File: config.mk
export PLATFORM = sky130hd
export DESIGN_NAME = fault_log_nvm_ctrl
export DESIGN_NICKNAME = d
export VERILOG_FILES = /design/src/shared/fault_nvm_pkg.sv /design/src/shared/nvm_if.sv /design/src/rtl/nvm_word_store.sv /design/src/rtl/fault_log_nvm_ctrl.sv
export SDC_FILE = /design/constraint.sdc
export NUM_CORES = 2
export LEC_CHECK = 0
export ABC_AREA = 1
export BUFFER_PORTS_ARGS = -buffer_cell sky130_fd_sc_hd__buf_2
export CAP_MARGIN = 10
export CORE_ASPECT_RATIO = 0.8
export CORE_MARGIN = 2
export CORE_UTILIZATION = 27
export CTS_CLUSTER_DIAMETER = 50
export DETAILED_ROUTE_END_ITERATION = 8
export GPL_ROUTABILITY_DRIVEN = 0
export HOLD_SLACK_MARGIN = 0.03
export PLACE_DENSITY = 0.38
export REMOVE_ABC_BUFFERS = 1
export SKIP_LAST_GASP = 1
export SYNTH_ARGS = -nofsm -noshare
export SYNTH_HDL_FRONTEND = slang
export SYNTH_SLANG_ARGS = --single-unit
File: constraint.sdc
create_clock -name clk -period 17.6 [get_ports clk]
set_input_delay 0 -clock clk [delete_from_list [all_inputs] [get_ports clk]]
set_output_delay 0 -clock clk [all_outputs]
set_load 0.02 [all_outputs]
File: src/shared/fault_nvm_pkg.sv
// constants, field layouts and state encodings for the fault record and
// user nonvolatile store; assumes a one-byte command code from the front end
package fault_nvm_pkg;

    // ******************************
    // command codes
    // ******************************
    localparam logic [7:0] CMD_USER_NVM_UNLOCK = 8'hBD;
    localparam logic [7:0] CMD_USER_NVM_ERASE = 8'hBE;
    localparam logic [7:0] CMD_USER_NVM_DATA_WORD = 8'hBF;
    localparam logic [7:0] CMD_FAULT_RECORD_WIPE = 8'hE3;

    // ******************************
    // fields and sizes
    // ******************************
    localparam int STATUS_LOG_PRESENT_BIT = 3;
    localparam int LOG_BYTES = 147;
    localparam int LOG_AW = 8;
    localparam logic [7:0] LOG_LAST = 8'h92;
    localparam logic [7:0] LOG_ERASED = 8'h00;
    localparam int NVM_AW = 6;
    localparam int NVM_WORDS = 64;
    localparam logic [5:0] NVM_LAST = 6'h3F;
    localparam logic [15:0] NVM_ERASED = 16'hFFFF;
    localparam logic [7:0] STATUS_RESET = 8'h00;

    // ******************************
    // temperature thresholds, whole degrees C
    // ******************************
    localparam int TEMP_W = 10;
    localparam logic signed [9:0] TEMP_HOT_C = 10'sh082;
    localparam logic signed [9:0] TEMP_COOL_C = 10'sh07D;

    // ******************************
    // timing
    // ******************************
    localparam int CLK_PERIOD_NS = 8;
    localparam int WIPE_LIMIT_NS = 8000000;
    // longest time, so round down
    localparam int WIPE_LIMIT_CYC = WIPE_LIMIT_NS / CLK_PERIOD_NS;

    // ******************************
    // states
    // ******************************
    typedef enum logic [1:0] {
        LOG_IDLE = 2'b01,
        LOG_WIPE = 2'b10
    } log_state_e;

    typedef enum logic [1:0] {
        NVM_READY = 2'b01,
        NVM_ERASE = 2'b10
    } nvm_state_e;

endpackage : fault_nvm_pkg

File: src/shared/nvm_if.sv
// link between the command logic and the user word store
// assumes both ends share one clock
`timescale 1ns/1ps
interface nvm_if;
    logic rd_req;
    logic wr_req;
    logic erase_req;
    logic [15:0] wdata;
    logic [15:0] rdata;
    logic rvalid;
    logic busy;

    modport ctrl (
        output rd_req, wr_req, erase_req, wdata,
        input rdata, rvalid, busy
    );
    modport store (
        input rd_req, wr_req, erase_req, wdata,
        output rdata, rvalid, busy
    );
endinterface : nvm_if

File: src/rtl/nvm_word_store.sv
// user nonvolatile word array with a sequential pointer and bulk erase
// assumes requests come only while busy is low
`timescale 1ns/1ps
module nvm_word_store
    import fault_nvm_pkg::*;
(
    // clock and reset
    input wire logic clk,
    input wire logic nrst,
    // command side
    nvm_if.store nv
);

    typedef struct packed {
        nvm_state_e st;
        logic [NVM_AW-1:0] ptr;
        logic [15:0] rdata;
        logic rvalid;
    } store_s;

    store_s cur;
    store_s next_cur;
    logic [15:0] mem [NVM_WORDS];
    logic mem_we;
    logic [15:0] mem_wdata;

    // ******************************
    // next state
    // ******************************
    always_comb begin
        next_cur = cur;
        next_cur.rvalid = 1'b0;
        mem_we = 1'b0;
        mem_wdata = nv.wdata;
        case (cur.st)
            NVM_READY: begin
                if (nv.erase_req) begin
                    next_cur.st = NVM_ERASE;
                    next_cur.ptr = '0;
                end else if (nv.wr_req) begin
                    mem_we = 1'b1;
                    next_cur.ptr = cur.ptr + 6'h01;
                end else if (nv.rd_req) begin
                    next_cur.rdata = mem[cur.ptr];
                    next_cur.rvalid = 1'b1;
                    next_cur.ptr = cur.ptr + 6'h01;
                end
            end
            NVM_ERASE: begin
                mem_we = 1'b1;
                mem_wdata = NVM_ERASED;
                next_cur.ptr = cur.ptr + 6'h01;
                if (cur.ptr == NVM_LAST) begin
                    next_cur.st = NVM_READY;
                end
            end
            default: begin
                next_cur.st = NVM_READY;
            end
        endcase
    end

    always_ff @(posedge clk or negedge nrst) begin
        if (!nrst) begin
            cur <= '{st: NVM_READY, ptr: '0, rdata: '0, rvalid: 1'b0};
        end else begin
            cur <= next_cur;
        end
    end

    // array has no reset; it models stored contents
    always_ff @(posedge clk) begin
        if (mem_we) begin
            mem[cur.ptr] <= mem_wdata;
        end
    end

    assign nv.rdata = cur.rdata;
    assign nv.rvalid = cur.rvalid;
    assign nv.busy = (cur.st == NVM_ERASE);
endmodule : nvm_word_store

File: src/rtl/fault_log_nvm_ctrl.sv
// command logic for the fault record and user nonvolatile memory
// assumes the bus front end hands over one decoded command per pulse
`timescale 1ns/1ps

module fault_log_nvm_ctrl
    import fault_nvm_pkg::*;
#(
    parameter int WIPE_LIMIT = WIPE_LIMIT_CYC
) (
    // clock and reset
    input wire logic clk,
    input wire logic nrst,
    // decoded commands
    input wire logic cmd_valid,
    input wire logic cmd_write,
    input wire logic cmd_send_byte,
    input wire logic [7:0] cmd_code,
    input wire logic [15:0] cmd_data,
    output logic rsp_valid,
    output logic [15:0] rsp_data,
    output logic cmd_err,
    // die temperature, whole degrees C
    input wire logic signed [TEMP_W-1:0] die_temp,
    output logic nvm_hot,
    // fault record
    input wire logic log_we,
    input wire logic [LOG_AW-1:0] log_waddr,
    input wire logic [7:0] log_wdata,
    input wire logic log_present_set,
    input wire logic [LOG_AW-1:0] log_raddr,
    output logic [7:0] log_rdata,
    output logic wipe_busy,
    // status byte
    input wire logic [7:0] vendor_status_in,
    output logic [7:0] vendor_status_byte
);

    localparam int WIPE_LEN = 147;

    typedef struct packed {
        log_state_e st;
        logic [LOG_AW-1:0] wipe_addr;
        logic log_present;
        logic unlocked;
        logic hot;
        logic rd_wait;
        logic rsp_valid;
        logic [15:0] rsp_data;
        logic cmd_err;
        logic [7:0] vstat;
    } ctrl_s;

    ctrl_s cur;
    ctrl_s next_cur;
    logic [7:0] log_mem [LOG_BYTES];
    logic nvm_cmd;
    logic gated_ok;
    logic wipe_ok;
    int wipe_age;

    nvm_if nv ();

    nvm_word_store nvm_word_store_inst (
        .clk(clk),
        .nrst(nrst),
        .nv(nv.store)
    );

    // ******************************
    // decode
    // ******************************
    assign nvm_cmd = cmd_valid && (cmd_code == CMD_USER_NVM_ERASE
        || cmd_code == CMD_USER_NVM_DATA_WORD);
    // the front end is page-aware; these codes ignore the page
    assign gated_ok = !cur.hot && cur.unlocked && !nv.busy
        && !cur.rd_wait;
    assign wipe_ok = cmd_write && cmd_send_byte;

    // ******************************
    // next state
    // ******************************
    always_comb begin
        next_cur = cur;
        next_cur.rsp_valid = 1'b0;
        next_cur.cmd_err = 1'b0;
        nv.rd_req = 1'b0;
        nv.wr_req = 1'b0;
        nv.erase_req = 1'b0;
        nv.wdata = cmd_data;
        // hysteresis so a die near the limit does not chatter
        if (cur.hot) begin
            next_cur.hot = !(die_temp < TEMP_COOL_C);
        end else begin
            next_cur.hot = die_temp > TEMP_HOT_C;
        end
        if (cur.rd_wait && nv.rvalid) begin
            next_cur.rd_wait = 1'b0;
            next_cur.rsp_valid = 1'b1;
            next_cur.rsp_data = nv.rdata;
        end
        case (cur.st)
            LOG_IDLE: begin
            end
            LOG_WIPE: begin
                next_cur.wipe_addr = cur.wipe_addr + 8'h01;
                if (cur.wipe_addr == LOG_LAST) begin
                    next_cur.st = LOG_IDLE;
                    next_cur.log_present = 1'b0;
                end
            end
            default: begin
                next_cur.st = LOG_IDLE;
            end
        endcase
        // a new log arriving as the wipe ends must not be lost
        if (log_present_set) begin
            next_cur.log_present = 1'b1;
        end
        if (cmd_valid) begin
            case (cmd_code)
                CMD_FAULT_RECORD_WIPE: begin
                    if (wipe_ok) begin
                        next_cur.st = LOG_WIPE;
                        next_cur.wipe_addr = '0;
                    end else begin
                        next_cur.cmd_err = 1'b1;
                    end
                end
                CMD_USER_NVM_UNLOCK: begin
                    if (cur.hot || (cmd_write && cmd_send_byte)) begin
                        next_cur.cmd_err = 1'b1;
                    end else if (cmd_write) begin
                        next_cur.unlocked = 1'b1;
                    end else begin
                        next_cur.rsp_valid = 1'b1;
                        next_cur.rsp_data = {15'h0000, cur.unlocked};
                    end
                end
                CMD_USER_NVM_ERASE: begin
                    if (!gated_ok || (cmd_write && cmd_send_byte)) begin
                        next_cur.cmd_err = 1'b1;
                    end else if (cmd_write) begin
                        nv.erase_req = 1'b1;
                    end else begin
                        next_cur.rsp_valid = 1'b1;
                        next_cur.rsp_data = 16'h0000;
                    end
                end
                CMD_USER_NVM_DATA_WORD: begin
                    if (!gated_ok || (cmd_write && cmd_send_byte)) begin
                        next_cur.cmd_err = 1'b1;
                    end else if (cmd_write) begin
                        nv.wr_req = 1'b1;
                    end else begin
                        nv.rd_req = 1'b1;
                        next_cur.rd_wait = 1'b1;
                    end
                end
                default: begin
                end
            endcase
        end
        next_cur.vstat = vendor_status_in;
        next_cur.vstat[STATUS_LOG_PRESENT_BIT] = next_cur.log_present;
    end

    always_ff @(posedge clk or negedge nrst) begin
        if (!nrst) begin
            cur <= '{st: LOG_IDLE, wipe_addr: '0, log_present: 1'b0,
                unlocked: 1'b0, hot: 1'b0, rd_wait: 1'b0, rsp_valid: 1'b0,
                rsp_data: '0, cmd_err: 1'b0, vstat: STATUS_RESET};
        end else begin
            cur <= next_cur;
        end
    end

    // ******************************
    // fault record array
    // ******************************
    // logger writes are dropped during a wipe so the record ends empty
    always_ff @(posedge clk) begin
        if (cur.st == LOG_WIPE) begin
            log_mem[cur.wipe_addr] <= LOG_ERASED;
        end else if (log_we && log_waddr <= LOG_LAST) begin
            log_mem[log_waddr] <= log_wdata;
        end
    end

    always_ff @(posedge clk or negedge nrst) begin
        if (!nrst) begin
            log_rdata <= 8'h00;
        end else if (log_raddr <= LOG_LAST) begin
            log_rdata <= log_mem[log_raddr];
        end else begin
            log_rdata <= 8'h00;
        end
    end

    assign rsp_valid = cur.rsp_valid;
    assign rsp_data = cur.rsp_data;
    assign cmd_err = cur.cmd_err;
    assign nvm_hot = cur.hot;
    assign wipe_busy = (cur.st == LOG_WIPE);
    assign vendor_status_byte = cur.vstat;

    // ******************************
    // checks
    // ******************************
    always_ff @(posedge clk or negedge nrst) begin
        if (!nrst) begin
            wipe_age <= 0;
        end else if (cur.st == LOG_WIPE) begin
            wipe_age <= wipe_age + 1;
        end else begin
            wipe_age <= 0;
        end
    end
endmodule : fault_log_nvm_ctrl

==> impl_results.md <==
- Synth Area in Adders: 0.108%
- I/O pin total: 109
- Post-synth EDFFs: 2200
- Synthesized flop and latch total: 2272
- Fill cells: 34500
- Cells after Synth: 8061
- Final setup viols: 0
- Largest family of logic cells by synthesized area: simple AND/OR/NAND/NOR gates
- Routed Antenna Nets: 0
- XOR/XNOR Fraction of Synth Area: 0.0378%
- Yosys cell types: 47
- Port Buffers: 107
- Clk network pwr share: 49.6%
- Simple-gate share of the synthesized area: 18.3%
- Post-synthesis sequential area ratio: 73.1%
- Clock-pin slew on the worst setup and hold paths: 0.05 ns
- Final hold violation count: 0
- Clock Skew: 0.0823 ns
- VDD IR max: 65.8 uV
- DR vias: 60200
- Cell Area, Synth: 92800 um2
- Cell Count Post-Placement: 12500
- Slew headroom: 19.5%
- Fmax: 0.188 GHz
- Critical Path End Type: flop
- Die footprint: 348000 um2
- Worst path arrival time: 5.75 ns
- Vias in the first global route: 57600
- Startpoint types: flop
- H-tree depth: 5
- Warnings, synthesis: 0
- WS Path Type: flop to flop
- Fin crit share: 30.2%
- Seq pwr share: 46.8%
- Number of vias per cell: 4.59
- Share of the synthesized area in the top cell type: 71.2%
- Placement Cell Area: 98600 um2
- Total negative slack: 0 ns
- DR pass1 iterations: 6
- Final Cell Area: 110000 um2
- CP max FO: 46
- Clock Path Buffers: 4
- Main synth FF type: edfxtp_1
- Sw Ratio: 22.3%
- Syn Area/Cell: 11.5 um2
- Highest-delay cell along the critical path: nor2_2
- Worst skew pair latency: 0.90 ns
- Initial core utilization: 27.1%
- CTS tree: done
- P_leak: 40.0 nW
- Leading area contributor after synthesis: edfxtp_1
- Hold Path Class: primary input to flop
- Mux cell area share after synthesis: 0.0108%
- Combinational Power Share: 3.7%
- # DRC: 0
- Die Y: 528 um
- Initial antenna violation count: 23
- Ranking of synthesized cells by area: edfxtp_1 (71%), nand2_1 (10%), nor2_1 (3.9%), nand3_1 (2.4%), o21ai_0 (2.1%)
- Share of layout cells above drive strength 1: 11.0%
- Fin crit period: 5.31 ns
- Nets@finish: 8358
- Routed Wire Length: 307 mm
- Wire per inst: 23.5 um
- Post-CTS Repair Setup Buffers: 0
- CP Cell Sequence: inv_4 -> buf_4 -> buf_4 -> nand3_1 -> inv_4 -> nand2_1 -> nor2_2
- CP bufs+invs: 4
- CTS Root Cell: clkbuf_16
- Power per Cell Area: 116 nW/um2
- Async S/R FF share, synth: 3.17%
- Crit path required time: 18.04 ns
- Aggregate global-route resource usage: 17.2%
- Total grt overflow: 0
- Row count: 192
- Post-DP HPWL: 172 mm
- Most common cell in the netlist: nand2_1
- RSZ-0062 raised after global routing: false
- CP top delay family: simple AND/OR/NAND/NOR gates
- Status: completed
- CTS Sinks: 2272
- Commonest cells in the synthesized netlist: nand2_1 (2498), edfxtp_1 (2200), nor2_1 (959), nand3_1 (448), o21ai_0 (397)
- Switch Pwr: 2.83 mW
- First-pass GRT wire length: 434 mm
- Chip width: 659 um
- Num CTS Buffers: 301
- Post-Layout Cell Count: 13100
- Int Pwr: 9.86 mW
- Worst Tran Pin Value: 1.21 ns
- Largest net degree at the start of global routing: 148
- Area grow syn2layout: 18.1%
- Core Box Area: 342000 um2
- Max-cap violations: 0
- First DRT Iteration DRCs: 5426
- Max-slew violations: 0
- Max stage delay on crit path: 1.12 ns
- Synth Area in Compound Gates: 4.53%
flip-flops by register name, summed over array words and instances, names as in the netlist:
| signal | cells |
|---|---|
| nvm_word_store_inst.cur | 8 |
| nvm_word_store_inst.mem | 1024 |
| nvm_word_store_inst.nv.rdata | 16 |
| rsp_data | 16 |
| rsp_valid | 1 |
| cur | 12 |
| cmd_err | 1 |
| log_rdata | 8 |
| log_mem | 1176 |
| nvm_word_store_inst.nv.rvalid | 1 |
| vendor_status_byte | 8 |
| nvm_hot | 1 |
layout by cell type (no fill, tap or decap), drive strengths merged, types with 37 or more instances in the layout:
master	count
nand2	2510
edfxtp	2200
nor2	976
nand3	467
inv	435
o21ai	409
clkbuf	366
buf	262
a21oi	230
clkinv	101
dlygate4sd3	78
nand4	71
dfrtp	70
or2	62
o211ai	53
bufinv	37
tightest hold or removal path: cells and delay by family:
kind | cells | cell delay (ns)
AOI/OAI and AO/OA | 2 | 0.21
buffers and inverters | 3 | 0.35
and+or+nand+nor | 3 | 0.36
per-stage QoR:
stage          util, %  hold WS, ns  power [mW]  setup WS, ns
3_3_place_gp      28.8       0.0547        6.50         12.38
2_1_floorplan        -       -0.296        6.26         11.71
4_1_cts           32.0       0.0362        12.8         12.35
5_1_grt           32.0       0.0318        13.1         12.15
6_report          32.0       0.0518        12.7         12.29
3_5_place_dp      28.8       0.0644        6.51         12.43
cells by family (layout without fill, tap and decap cells):
kind of cell	count (synthesis)	after routing
simple gates	4158	4158
flops	2272	2272
buf+inv	847	1305
compound gates	771	771
fa+ha+maj	8	8
xor+xnor	4	4
mux	1	1
other cells	0	18
power by group through the flow:
stage                     Combinational, mW  Sequential (mW)  Clock [mW]
after floorplan                       0.206             6.06           0
after detailed placement              0.462             6.05           0
after CTS                             0.476             5.93        6.44
after global placement                0.458             6.05           0
final                                 0.468             5.94        6.29
after global routing                  0.514             5.93        6.65
path summary, 6_finish.rpt:
check / startpoint / end / slack (ns) / cells past startpoint
setup / recovery: nvm_word_store_inst.cur[17]$_DFFE_PN0P_ / nvm_word_store_inst.mem[0][1]$_DFFE_PP_ / 12.29 / 7
hold / removal: cmd_code[3] / rsp_data[6]$_DFF_PN0_ / 0.05 / 8
max in group asynchronous: nrst / nvm_word_store_inst.cur[17]$_DFFE_PN0P_ / 16.51 / 4
hold reg to reg: nvm_word_store_inst.nv.rvalid$_DFF_PN0_ / cur[26]$_DFF_PN0_ / 0.46 / 1
min in group asynchronous: nrst / cur[38]$_DFF_PN1_ / 0.33 / 3
setup reg to reg: nvm_word_store_inst.cur[17]$_DFFE_PN0P_ / nvm_word_store_inst.mem[0][1]$_DFFE_PP_ / 12.29 / 7
cell type report:
type / count / area [um2] / area share, %
Antenna cell: 18 / 45.0 / 0.0411
Inverter: 420 / 1620 / 1.48
Sequential cell: 2272 / 67900 / 61.9
Tap cell: 4559 / 5700 / 5.20
Timing Repair Buffer: 340 / 2630 / 2.40
Clock buffer: 366 / 8050 / 7.35
Clock inverter: 179 / 2120 / 1.93
Multi-Input combinational cell: 4942 / 21600 / 19.7
repair_timing:
item	CTS	global route
gates resized for setup	0	0
hold endpoints to repair	749	5
hold buffers	74	5
layer usage:
layer	share of wire (%)	vias to the layer above	track usage, %
met2	42	1559	24.9
met4	2.6	13	4.83
met1	49	30100	26.0
met3	6.3	424	3.27
met5	0.094	-	0.401
li1	-	28100	-
No activity file was read; power rests on OpenSTA's default activity.
